==> src/hw/vpic_pkg.sv <==
package vpic_pkg;

	// Sizes
	localparam int NUM_SRC      = 72;                 // User request lines
	localparam int NUM_EXT      = 5;                  // External request pins
	localparam int NUM_TRAP     = 8;                  // Trap vector slots
	localparam int DW           = 16;                 // Register data width
	localparam int AW           = 8;                  // Register index width
	localparam int PRIO_W       = 3;                  // Priority field width
	localparam int VEC_W        = 7;                  // Vector number width
	localparam int LVL_W        = 4;                  // CPU level width
	localparam int TADDR_W      = 24;                 // Program address width
	localparam int FLAG_REGS    = 5;                  // Flag and enable words
	localparam int PRIO_REGS    = 18;                 // Priority words
	localparam int PRIO_PER_REG = 4;                  // Fields per priority word
	localparam int PRIO_STRIDE  = 4;                  // Bit spacing of fields
	localparam int IRQ_W        = 2;                  // Interrupt status width

	// Register indices
	localparam logic [AW-1:0] ADDR_GC1       = 8'h00;
	localparam logic [AW-1:0] ADDR_GC2       = 8'h01;
	localparam logic [AW-1:0] ADDR_FLAG_BASE = 8'h02;
	localparam logic [AW-1:0] ADDR_EN_BASE   = 8'h08;
	localparam logic [AW-1:0] ADDR_PRIO_BASE = 8'h10;
	localparam logic [AW-1:0] ADDR_PEND      = 8'h22;
	localparam logic [AW-1:0] ADDR_STATUS_WD = 8'h23;
	localparam logic [AW-1:0] ADDR_CORE_CTRL = 8'h24;
	localparam logic [AW-1:0] ADDR_IRQ_STAT  = 8'h25;
	localparam logic [AW-1:0] ADDR_IRQ_MASK  = 8'h26;

	// Field positions
	localparam int GC1_NEST_BIT   = 15;               // Nesting disable
	localparam int GC2_ALT_BIT    = 15;               // Alternate table select
	localparam int STATUS_IPL_LSB = 5;                // Low level bits 7:5
	localparam int CORE_MSB_BIT   = 3;                // Level msb
	localparam int PEND_LVL_LSB   = 8;                // Pending level 11:8
	localparam int IRQ_PEND_BIT   = 0;                // New pending vector event
	localparam int IRQ_TRAP_BIT   = 1;                // Trap event
	localparam logic [DW-1:0] GC1_WR_MASK = 16'h803e; // Nesting bit and trap flags
	localparam logic [DW-1:0] GC2_WR_MASK = 16'h801f; // Alt select and pin polarity

	// Trap flag bit in the first control word, indexed by trap vector
	localparam int TRAP_FLAG_BIT [NUM_TRAP] = '{0, 1, 3, 2, 4, 5, 0, 0};
	localparam logic [NUM_TRAP-1:0] TRAP_IMPL = 8'h3e; // Vectors 1..5 exist

	// Request numbers of the external pins
	localparam int EXT_SRC [NUM_EXT] = '{0, 20, 29, 53, 54};

	// Vector table layout
	localparam logic [VEC_W-1:0]   USER_VEC_BASE  = 7'h08;
	localparam logic [TADDR_W-1:0] TABLE_BASE     = 24'h000004;
	localparam logic [TADDR_W-1:0] ALT_TABLE_OFFS = 24'h000100;
	localparam logic [LVL_W-1:0]   TRAP_LEVEL_TOP = 4'hf;

	// Values after reset
	localparam logic [DW-1:0]    RST_GC1       = 16'h0000;
	localparam logic [DW-1:0]    RST_GC2       = 16'h0000;
	localparam logic [LVL_W-1:0] RST_CPU_LEVEL = 4'h0;
	localparam logic [IRQ_W-1:0] RST_IRQ_MASK  = 2'h0;

endpackage

==> src/hw/vpic_arb_if.sv <==
`timescale 1ns/100ps
interface vpic_arb_if import vpic_pkg::*; ();
	logic [NUM_SRC-1:0]        flags;     // Request flags
	logic [NUM_SRC-1:0]        enables;   // Source enables
	logic [NUM_SRC*PRIO_W-1:0] prios;     // Packed priority fields
	logic [LVL_W-1:0]          cpu_level; // Current CPU level
	logic                      win_valid; // A user source is eligible
	logic [VEC_W-1:0]          win_index; // Winning request number
	logic [PRIO_W-1:0]         win_prio;  // Winning priority

	// Arbiter end
	modport arbiter (input flags, input enables, input prios, input cpu_level,
		output win_valid, output win_index, output win_prio);
	// Register file end
	modport source (output flags, output enables, output prios, output cpu_level,
		input win_valid, input win_index, input win_prio);
endinterface

==> src/hw/vpic_arbiter.sv <==
`timescale 1ns/100ps
module vpic_arbiter import vpic_pkg::*;
(
	// Clock and reset
	input wire logic       clk_in,
	input wire logic       reset_in,
	// Request view and result
	vpic_arb_if.arbiter    arb
);

	// Registered winner
	typedef struct packed
	{
		logic              valid;
		logic [VEC_W-1:0]  index;
		logic [PRIO_W-1:0] prio;
	} vpic_arb_state_t;

	vpic_arb_state_t q;  // Current winner
	vpic_arb_state_t d;  // Next winner

	// Scan from the top so that equal priority ends on the lowest number
	always_comb
	begin
		logic [PRIO_W-1:0] p;
		p = '0;
		d = '0;
		for (int i = NUM_SRC - 1; i >= 0; i--)
		begin
			p = arb.prios[i*PRIO_W +: PRIO_W];
			// Flagged, enabled, above the CPU level, msb clear
			if (arb.flags[i] && arb.enables[i] && (p != '0) && ({1'b0, p} > arb.cpu_level) && !arb.cpu_level[LVL_W-1])
			begin
				// Ties go to the lower request number
				if (!d.valid || (p >= d.prio))
				begin
					d.valid = 1'b1;
					d.index = VEC_W'(i);
					d.prio  = p;
				end
			end
		end
	end

	// Winner register
	always_ff @(posedge clk_in or posedge reset_in)
	begin
		if (reset_in)
			q <= '0;
		else
			q <= d;
	end

	assign arb.win_valid = q.valid;
	assign arb.win_index = q.index;
	assign arb.win_prio  = q.prio;

endmodule

==> src/hw/vpic_top.sv <==
// Our own choices: the placing of the registers and the address-and-strobe port.
`timescale 1ns/100ps
module vpic_top import vpic_pkg::*;
(
	// Clock and reset
	input  wire logic                 CLK_IN,
	input  wire logic                 RESET_IN,
	// Register port
	// Read data follow one cycle after the read strobe
	input  wire logic [AW-1:0]        ADDR_IN,
	input  wire logic [DW-1:0]        WDATA_IN,
	input  wire logic                 WR_STROBE_IN,
	input  wire logic                 RD_STROBE_IN,
	output logic      [DW-1:0]        RDATA_OUT,
	// Event sources
	// Pins are asynchronous; peripheral and trap lines are not
	input  wire logic [NUM_SRC-1:0]   PERIPH_REQ_IN,
	input  wire logic [NUM_EXT-1:0]   EXT_PIN_IN,
	input  wire logic [NUM_TRAP-1:0]  TRAP_IN,
	// Core side
	// Acknowledge takes the pending level; restore sets any level
	output logic                      INT_REQ_OUT,
	output logic      [VEC_W-1:0]     PENDING_VECTOR_OUT,
	output logic      [LVL_W-1:0]     PENDING_LEVEL_OUT,
	output logic      [TADDR_W-1:0]   VECTOR_ADDR_OUT,
	input  wire logic                 INT_ACK_IN,
	input  wire logic                 RESTORE_IN,
	input  wire logic [LVL_W-1:0]     RESTORE_LEVEL_IN,
	output logic      [LVL_W-1:0]     CPU_LEVEL_OUT,
	// Interrupt to the system
	output logic                      IRQ_OUT
);

	// All state of the block
	typedef struct packed
	{
		// Pin edge path
		logic [NUM_EXT-1:0]        sync1;      // Pin synchroniser, first stage
		logic [NUM_EXT-1:0]        sync2;      // Pin synchroniser, second stage
		logic [NUM_EXT-1:0]        prev;       // Previous synced pin level
		// Software-visible control
		logic [DW-1:0]             gc1;        // Global control one
		logic [DW-1:0]             gc2;        // Global control two
		// Per-source storage
		logic [NUM_SRC-1:0]        flags;      // Request flags
		logic [NUM_SRC-1:0]        enables;    // Source enables
		logic [NUM_SRC*PRIO_W-1:0] prios;      // Priority fields
		// CPU level, split as software sees it
		logic [PRIO_W-1:0]         ipl_low;    // Level bits 2:0
		logic                      ipl_msb;    // Level bit 3
		// Pending latch toward the core
		logic                      pend_valid; // Request to the core
		logic [VEC_W-1:0]          pend_vec;   // Pending vector number
		logic [LVL_W-1:0]          pend_lvl;   // Pending level
		logic [TADDR_W-1:0]        vec_addr;   // Table entry address
		// Bus and interrupt side
		logic [DW-1:0]             rdata;      // Read data
		logic [IRQ_W-1:0]          irq_stat;   // Sticky event bits
		logic [IRQ_W-1:0]          irq_mask;   // Event mask
	} vpic_state_t;

	vpic_state_t q;  // Registered state
	vpic_state_t d;  // Next state

	vpic_arb_if arb_bus ();  // Link to the arbiter

	// Timing from a peripheral pulse to the core:
	//   edge 0 sets the flag,
	//   edge 1 registers the arbiter winner,
	//   edge 2 latches vector, level and address.
	// Traps skip the arbiter and are one edge quicker.
	// Trade-off: one cycle of latency buys a short compare chain
	// Arbiter sees the registered flags, so its answer lags one cycle
	// The arbiter shares this block's reset
	vpic_arbiter u_arbiter
	(
		.clk_in   (CLK_IN),
		.reset_in (RESET_IN),
		.arb      (arb_bus.arbiter)
	);

	assign arb_bus.flags     = q.flags;
	assign arb_bus.enables   = q.enables;
	assign arb_bus.prios     = q.prios;
	assign arb_bus.cpu_level = {q.ipl_msb, q.ipl_low};

	// Next state of everything
	// Order inside matters: writes first, hardware sets after,
	// so that a set in the same cycle as a clearing write wins.
	// Level changes land before the pending recheck, so an
	// acknowledge never leaves a stale request standing.
	// One pass, no loops back: everything settles in one cycle
	always_comb
	begin
		// Event gathering
		logic [NUM_SRC-1:0]  set_mask;  // Events this cycle
		logic [NUM_EXT-1:0]  pin_edge;  // Active pin edges
		logic [NUM_TRAP-1:0] trap_flag; // Trap flags by vector

		// Level and trap choice
		logic [LVL_W-1:0]    cur_lvl;   // Level after this cycle
		logic [LVL_W-1:0]    trap_lvl;  // Level of a trap candidate
		logic                trap_hit;  // Some trap is eligible
		logic [VEC_W-1:0]    trap_vec;  // Winning trap vector
		logic [LVL_W-1:0]    trap_win;  // Winning trap level

		// User choice and bus side
		logic                user_ok;   // Arbiter result still eligible
		logic [DW-1:0]       rd_word;   // Read mux
		logic [IRQ_W-1:0]    events;    // Interrupt events
		set_mask  = '0;
		pin_edge  = '0;
		trap_flag = '0;
		cur_lvl   = '0;
		trap_lvl  = '0;
		trap_hit  = 1'b0;
		trap_vec  = '0;
		trap_win  = '0;
		user_ok   = 1'b0;
		rd_word   = '0;
		events    = '0;
		d = q;

		// Pins pass two flops before the edge detector
		// Only stage two is read; stage one may be metastable
		// Reset clears both stages, matching an idle low pin
		d.sync1 = EXT_PIN_IN;
		d.sync2 = q.sync1;
		d.prev  = q.sync2;

		// Polarity bit low means rising edge, high means falling edge
		for (int e = 0; e < NUM_EXT; e++)
		begin
			// Falling edge selected
			if (q.gc2[e])
				pin_edge[e] = q.prev[e] & ~q.sync2[e];
			// Rising edge, the choice after reset
			else
				pin_edge[e] = ~q.prev[e] & q.sync2[e];
		end

		// Peripheral pulses plus pin edges at their request numbers
		// A pin shares its flag with its request line
		set_mask = PERIPH_REQ_IN;
		for (int e = 0; e < NUM_EXT; e++)
			set_mask[EXT_SRC[e]] = set_mask[EXT_SRC[e]] | pin_edge[e];

		// Control words, implemented bits only
		// Unimplemented bits are masked off and read zero
		// Trap flags may be cleared here by writing zero
		if (WR_STROBE_IN && (ADDR_IN == ADDR_GC1))
			d.gc1 = WDATA_IN & GC1_WR_MASK;
		if (WR_STROBE_IN && (ADDR_IN == ADDR_GC2))
			d.gc2 = WDATA_IN & GC2_WR_MASK;

		// Trap causes set their flags; a set beats a clearing write
		// Reserved vectors have no flag and are ignored
		for (int v = 0; v < NUM_TRAP; v++)
		begin
			if (TRAP_IMPL[v] && TRAP_IN[v])
				d.gc1[TRAP_FLAG_BIT[v]] = 1'b1;
		end

		// Flag, enable and priority words in request order
		// Flag and enable words hold sixteen sources each
		// Priority words hold four fields a nibble apart
		for (int i = 0; i < NUM_SRC; i++)
		begin
			if (WR_STROBE_IN && (ADDR_IN == ADDR_FLAG_BASE + AW'(i / DW)))
				d.flags[i] = WDATA_IN[i % DW];
			if (WR_STROBE_IN && (ADDR_IN == ADDR_EN_BASE + AW'(i / DW)))
				d.enables[i] = WDATA_IN[i % DW];
			if (WR_STROBE_IN && (ADDR_IN == ADDR_PRIO_BASE + AW'(i / PRIO_PER_REG)))
				d.prios[i*PRIO_W +: PRIO_W] = WDATA_IN[(i % PRIO_PER_REG)*PRIO_STRIDE +: PRIO_W];
		end

		// Hardware only ever sets a flag, and it wins over a clearing write
		// Software may write a one too, handy to test a handler
		d.flags = d.flags | set_mask;

		// Software moves the low level bits unless nesting is disabled
		if (WR_STROBE_IN && (ADDR_IN == ADDR_STATUS_WD) && !q.gc1[GC1_NEST_BIT])
			d.ipl_low = WDATA_IN[STATUS_IPL_LSB +: PRIO_W];
		// The msb has no software write path; only the core moves it
		// Acknowledge takes the level of what was pending
		if (INT_ACK_IN && q.pend_valid)
			{d.ipl_msb, d.ipl_low} = q.pend_lvl;
		// A core return overrides an acknowledge in the same cycle
		if (RESTORE_IN)
			{d.ipl_msb, d.ipl_low} = RESTORE_LEVEL_IN;
		// Everything below compares against this newest level
		cur_lvl = {d.ipl_msb, d.ipl_low};

		// Traps: lowest vector first, each must beat the current level
		// Trap level is fifteen less the vector number
		// Limitation: a trap not above the CPU level waits
		// silently, its flag still set
		for (int v = NUM_TRAP - 1; v >= 0; v--)
		begin
			trap_flag[v] = TRAP_IMPL[v] & q.gc1[TRAP_FLAG_BIT[v]];
			trap_lvl = TRAP_LEVEL_TOP - LVL_W'(v);
			if (trap_flag[v] && (trap_lvl > cur_lvl))
			begin
				trap_hit = 1'b1;
				trap_vec = VEC_W'(v);
				trap_win = trap_lvl;
			end
		end

		// Recheck the lagging arbiter answer against the newest level
		// The answer is a cycle old; a level raised this cycle
		// must still hold it off
		// A zero priority can never pass this compare
		user_ok = arb_bus.win_valid && !cur_lvl[LVL_W-1] && ({1'b0, arb_bus.win_prio} > cur_lvl);

		// Latch the pending vector and its level
		// Nothing pending: vector and level keep their last value
		// Only one source is presented at a time
		d.pend_valid = trap_hit | user_ok;
		// Traps outrank every user source
		if (trap_hit)
		begin
			d.pend_vec = trap_vec;
			d.pend_lvl = trap_win;
		end
		// User vectors start above the trap slots
		else if (user_ok)
		begin
			d.pend_vec = arb_bus.win_index + USER_VEC_BASE;
			d.pend_lvl = {1'b0, arb_bus.win_prio};
		end

		// Each table entry is two words; the alternate table sits above
		// Doubling the vector gives the word offset
		// The table select applies to traps and user sources alike
		d.vec_addr = TABLE_BASE + {16'h0000, d.pend_vec, 1'b0};
		if (q.gc2[GC2_ALT_BIT])
			d.vec_addr = d.vec_addr + ALT_TABLE_OFFS;

		// Read mux; unmapped indices read zero
		// Control words
		if (ADDR_IN == ADDR_GC1)
			rd_word = q.gc1;
		else if (ADDR_IN == ADDR_GC2)
			rd_word = q.gc2;
		// Pending vector word, read only
		else if (ADDR_IN == ADDR_PEND)
			rd_word = {4'h0, q.pend_lvl, 1'b0, q.pend_vec};
		// Low level bits in the status word
		else if (ADDR_IN == ADDR_STATUS_WD)
			rd_word[STATUS_IPL_LSB +: PRIO_W] = q.ipl_low;
		// Level msb, read only
		else if (ADDR_IN == ADDR_CORE_CTRL)
			rd_word[CORE_MSB_BIT] = q.ipl_msb;
		// Status, cleared by this same read
		else if (ADDR_IN == ADDR_IRQ_STAT)
			rd_word[IRQ_W-1:0] = q.irq_stat;
		// Mask
		else if (ADDR_IN == ADDR_IRQ_MASK)
			rd_word[IRQ_W-1:0] = q.irq_mask;
		else
		begin
			// Per-source words are gathered bit by bit
			// Sources past the last one read zero
			// Bit 3 of each priority nibble reads zero
			for (int i = 0; i < NUM_SRC; i++)
			begin
				if (ADDR_IN == ADDR_FLAG_BASE + AW'(i / DW))
					rd_word[i % DW] = q.flags[i];
				if (ADDR_IN == ADDR_EN_BASE + AW'(i / DW))
					rd_word[i % DW] = q.enables[i];
				if (ADDR_IN == ADDR_PRIO_BASE + AW'(i / PRIO_PER_REG))
					rd_word[(i % PRIO_PER_REG)*PRIO_STRIDE +: PRIO_W] = q.prios[i*PRIO_W +: PRIO_W];
			end
		end
		// Data stand only in the cycle after the strobe
		// Zero outside the answer cycle keeps the bus quiet
		d.rdata = RD_STROBE_IN ? rd_word : '0;

		// Mask register
		// The mask never stops a status bit from setting
		if (WR_STROBE_IN && (ADDR_IN == ADDR_IRQ_MASK))
			d.irq_mask = WDATA_IN[IRQ_W-1:0];

		// Sticky events; read clears, a new event in that cycle survives
		// A new pending vector shows as a rising request line
		// Clear first, set after, so no event is lost
		events[IRQ_PEND_BIT] = d.pend_valid & ~q.pend_valid;
		events[IRQ_TRAP_BIT] = |(TRAP_IN & TRAP_IMPL);
		if (RD_STROBE_IN && (ADDR_IN == ADDR_IRQ_STAT))
			d.irq_stat = '0;
		d.irq_stat = d.irq_stat | events;
	end

	// State register; reset values are constants only
	// Reset must leave in step with the clock; no synchroniser here
	// Constants only in the reset branch keep recovery simple
	always_ff @(posedge CLK_IN or posedge RESET_IN)
	begin
		if (RESET_IN)
		begin
			q                       <= '0;
			q.gc1                   <= RST_GC1;
			q.gc2                   <= RST_GC2;
			{q.ipl_msb, q.ipl_low}  <= RST_CPU_LEVEL;
			q.irq_mask              <= RST_IRQ_MASK;
		end
		else
			q <= d;
	end

	// Outputs straight from state flops, except IRQ_OUT, gated from the status and mask flops
	// Pending vector and level keep their last value while idle; the address follows the table select
	assign RDATA_OUT          = q.rdata;
	assign INT_REQ_OUT        = q.pend_valid;
	assign PENDING_VECTOR_OUT = q.pend_vec;
	assign PENDING_LEVEL_OUT  = q.pend_lvl;
	assign VECTOR_ADDR_OUT    = q.vec_addr;
	assign CPU_LEVEL_OUT      = {q.ipl_msb, q.ipl_low};
	// Level interrupt while any unmasked event is held
	// Only two events exist; the upper status bits read zero
	assign IRQ_OUT            = |(q.irq_stat & q.irq_mask);

endmodule

==> config.mk <==
export PLATFORM = sky130hd
export DESIGN_NAME = vpic_top
export DESIGN_NICKNAME = d
export VERILOG_FILES = /design/src/hw/vpic_pkg.sv /design/src/hw/vpic_arb_if.sv /design/src/hw/vpic_arbiter.sv /design/src/hw/vpic_top.sv
export SDC_FILE = /design/constraint.sdc
export NUM_CORES = 2
export LEC_CHECK = 0
export ABC_AREA = 1
export BUFFER_PORTS_ARGS = -buffer_cell sky130_fd_sc_hd__buf_2
export CAP_MARGIN = 20
export CORE_ASPECT_RATIO = 1.5
export CORE_MARGIN = 2
export CORE_UTILIZATION = 31
export CTS_CLUSTER_SIZE = 10
export DETAILED_ROUTE_END_ITERATION = 6
export GPL_ROUTABILITY_DRIVEN = 0
export PLACE_DENSITY = 0.51
export SLEW_MARGIN = 20
export SYNTH_ARGS = -nofsm -noshare
export SYNTH_HDL_FRONTEND = slang
export SYNTH_SLANG_ARGS = --single-unit
export TNS_END_PERCENT = 50
==> constraint.sdc <==
create_clock -name CLK_IN -period 166.5 [get_ports CLK_IN]
set_input_delay 16.65 -clock CLK_IN [delete_from_list [all_inputs] [get_ports CLK_IN]]
set_output_delay 16.65 -clock CLK_IN [all_outputs]
set_load 0.03 [all_outputs]
==> reports/qor.txt <==
CTS
------------------------------------------------------------------------------------
Root buffer cell                                                        sky130_fd_sc_hd__clkbuf_16
Number of setup buffers added after CTS                                            0
Clk slew on worst S/H paths                                                  0.06 ns
CTS resizes                                                                        0
CTS max path bufs                                                                  3
Clock buffers created by TritonCTS                                                53
CTS tree                                                                         yes
Clock sink count                                                                 442
Insertion delay of the later-clocked pin in the worst-skew pair              0.66 ns
Number of H-tree levels                                                            2
Cts hold-fix bufs                                                                  0

SYNTH
------------------------------------------------------------------------------------
Proportion of synthesized flip-flops having asynchronous set or reset           1.00
Instance count of the mapped netlist                                            4644
Synth top cells by count                                                sky130_fd_sc_hd__nand2_1, sky130_fd_sc_hd__inv_1, sky130_fd_sc_hd__o21ai_0, sky130_fd_sc_hd__dfrtp_1, sky130_fd_sc_hd__ha_1
Mean post-synth cell area                                                 7.37 sq um
Flop and latch count out of synthesis                                            442
Distinct cell type count of the synthesized netlist                               59
Synth warn                                                                         0
Seq/Total Area, Yosys                                                          0.323
Fraction of post-synthesis cell area in the top cell type by area              0.323
Most repeated cell in the gate-level netlist after synthesis            sky130_fd_sc_hd__nand2_1
Cell type with the highest aggregate area in the netlist                sky130_fd_sc_hd__dfrtp_1
Biggest area contributors in the synthesized netlist                    sky130_fd_sc_hd__dfrtp_1, sky130_fd_sc_hd__ha_1, sky130_fd_sc_hd__nand2_1, sky130_fd_sc_hd__o21ai_0, sky130_fd_sc_hd__inv_1
Prevailing post-synth register cell                                     sky130_fd_sc_hd__dfrtp_1
Number of enable-type register cells in the synthesized netlist                    0
Synthesized cell area                                                   0.0342 sq mm

DIE
------------------------------------------------------------------------------------
Cell row count                                                                   149
Height of the die                                                             411 um
Die area                                                                 0.113 sq mm
Num ports                                                                        176
Starting density of the core                                                   0.312
Die Wd                                                                        275 um
Core footprint                                                           0.110 sq mm

TIMING
------------------------------------------------------------------------------------
Count of final setup violators                                                     0
Final hold violations                                                              0
Final count of pins violating max slew                                             0
RSZ-0062 raised after global routing                                              no
Worst path setup slack after routing                                        84.90 ns
Highest clock frequency the design can meet                                 12.3 MHz
Time the worst path needs with I/O delays and setup                         81.60 ns
Period utilisation layout                                                      0.490
Relative slew slack                                                            0.211
Pin slew with the least headroom to its limit                                1.15 ns
Worst setup skew after layout                                              0.0201 ns
Setup TNS                                                                       0 ns

GLOBAL ROUTE
------------------------------------------------------------------------------------
Global-route wire length before repair                                     203000 um
Most heavily used metal layer in global routing                                 met2
Largest net degree at the start of global routing                                 96
Fraction of met3 tracks used by global routing                                0.0232
GRT Resource Usage Total                                                       0.239
Met2 usage                                                                     0.427
Met1 Track Usage GR                                                            0.285
Total grt overflow                                                                 0
Vias in the first global route                                                 32.4k
Antenna violations before repair                                                   5

ROUTE
------------------------------------------------------------------------------------
Number of nets with antenna violations after detailed routing                      0
First DRT Iteration DRCs                                                        2474
# DRC                                                                              0
Average routed wire per standard cell                                        21.8 um
Pre-antenna DRT Iters                                                              6
Ratio of routed vias to standard cells                                          5.27
Total wire length                                                          136000 um
DR vias                                                                        32.8k

POWER AND IR DROP
------------------------------------------------------------------------------------
Cell area power density                                                 7.16 mW/mm^2
Maximum resistive drop on vdd                                             0.00764 mV
Leak pwr                                                                     18.3 nW

SETUP PATH
------------------------------------------------------------------------------------
Biggest fanout along the worst timing path                                        20
End of the worst register-to-register path                              u_arbiter.arb.win_index[6]
Slowest cell on the critical path                                       sky130_fd_sc_hd__clkinv_2
R2R Setup Slk                                                               84.90 ns
Worst path most repeated cell                                           sky130_fd_sc_hd__nand2_1
Length in cells of the worst reg-to-reg path                                     594
Type of the setup path with the least slack                                  reg2reg
Worst reg2reg path startpoint                                           CPU_LEVEL_OUT[2]
Critical path endpoint category                                             register
Signal arrival time at the worst endpoint                                   82.15 ns
Crit-path max cell delay                                                     0.60 ns
Crit start category                                                         register
Required @ worst endpoint                                                  167.05 ns

HOLD PATH
------------------------------------------------------------------------------------
Worst Hold Path Cells                                                              0
Launch point of the worst hold path                                           d[458]
Hold crit path type                                                          reg2reg
Hold Path Sink                                                                d[453]

OUTCOME
------------------------------------------------------------------------------------
Status                                                                  complete, no violations

FINISH
------------------------------------------------------------------------------------
Antenna diodes                                                                     0
Register Area                                                           0.0111 sq mm
Share of final-layout standard cells stronger than drive strength 1            0.116
Area of the multi-input gates                                           0.0200 sq mm
Number of nets in the layout                                                    5254
Fill cells                                                                     11.6k
Area growth from synthesis to final layout                                     11.4%

PLACED DESIGN
------------------------------------------------------------------------------------
Post-detailed-placement half-perimeter wirelength                          101000 um
Pre-CTS setup slack                                                         85.32 ns
Port bufs                                                                        157

RUN
------------------------------------------------------------------------------------
Number of max-cap violations                                                       0

## worst max-delay path by stage
stage                          start                    endpoint  slack [ns]
finish              CPU_LEVEL_OUT[2]  u_arbiter.arb.win_index[6]       84.90
detailed placement  CPU_LEVEL_OUT[2]  u_arbiter.arb.win_index[6]       85.32
CTS                 CPU_LEVEL_OUT[2]  u_arbiter.arb.win_index[6]       85.03
global placement    CPU_LEVEL_OUT[2]  u_arbiter.arb.win_index[6]       85.84
global route        CPU_LEVEL_OUT[2]  u_arbiter.arb.win_index[6]       75.17
floorplan           CPU_LEVEL_OUT[2]  u_arbiter.arb.win_index[6]       97.51
## flip-flops by register name, summed over array words and instances (netlist names), 7 cells and up
signal                   count
q                           21
arb_bus.flags               72
u_arbiter.arb.win_index      7
arb_bus.enables             72
d                           10
RDATA_OUT                   16
arb_bus.prios              216
VECTOR_ADDR_OUT              8
PENDING_VECTOR_OUT           7
## cell usage in the layout (no fill, tap or decap), types with 53 or more instances in the layout
master,synthesis,layout
sky130_fd_sc_hd__buf_4,56,67
sky130_fd_sc_hd__o21ai_0,587,587
sky130_fd_sc_hd__a21oi_1,148,148
sky130_fd_sc_hd__nor2_1,267,267
sky130_fd_sc_hd__nor3_1,96,95
sky130_fd_sc_hd__inv_1,607,602
sky130_fd_sc_hd__a211o_1,67,67
sky130_fd_sc_hd__clkbuf_16,0,53
sky130_fd_sc_hd__buf_2,0,157
sky130_fd_sc_hd__nand3_1,261,261
sky130_fd_sc_hd__nand2_2,174,176
sky130_fd_sc_hd__a211oi_1,53,53
sky130_fd_sc_hd__dfrtp_1,442,441
sky130_fd_sc_hd__ha_1,374,374
sky130_fd_sc_hd__nand2_1,953,951
## where the power goes
group	internal, mW	switching [mW]	leakage, nW
registers	0.112	0.00615	5.63
clock network	0.0630	0.0496	0.766
logic	0.0139	0.0288	11.9
## layout make-up
class | count | share of cell area
multi-input combinational | 3413 | 0.525
sequential | 442 | 0.290
inverter | 623 | 0.0616
tap | 1434 | 0.0471
clock buffer | 68 | 0.0376
timing repair buffer | 228 | 0.0354
clock inverter | 8 | 0.00361
## worst max-delay path: cells and delay by family, from the launching register on
kind                       cells  cell delay (ns)
and+or+nand+nor              317            28.76
AOI/OAI and AO/OA            138            25.44
adders and majority gates     72            21.94
buffers and inverters         67             4.49
DFF                            1             0.59
## kinds of logic after synthesis
kind of cell | Yosys count | synth area share
AND/OR/NAND/NOR | 1924 | 0.253
AO/OA/AOI/OAI | 1094 | 0.191
buffers and inverters | 803 | 0.0942
flip-flops | 442 | 0.323
adder cells (fa/ha/maj) | 374 | 0.137
XOR/XNOR | 5 | 0.00128
other | 1 | 0.000110
multiplexers | 1 | 0.000293
## per-layer routing
metal | part of all wire | up-vias
met1 | 0.41 | 15700
met2 | 0.50 | 886
met5 | 0.00019 | -
met4 | 0.051 | 4
met3 | 0.043 | 243
li1 | - | 16000
## stage by stage
step | hold slack, ns | std cells | util | cell area, sq um | power [mW]
floorplan | 0.331 | 4658 | - | 34300 | 0.145
finish | 0.348 | 6216 | 0.347 | 38100 | 0.273
detailed placement | 0.337 | 6136 | 0.332 | 36500 | 0.162
global placement | 0.335 | 6136 | 0.332 | 36500 | 0.161
global route | 0.356 | 6216 | 0.347 | 38100 | 0.286
CTS | 0.350 | 6212 | 0.347 | 38100 | 0.276
No activity file was read; power rests on OpenSTA's default activity.
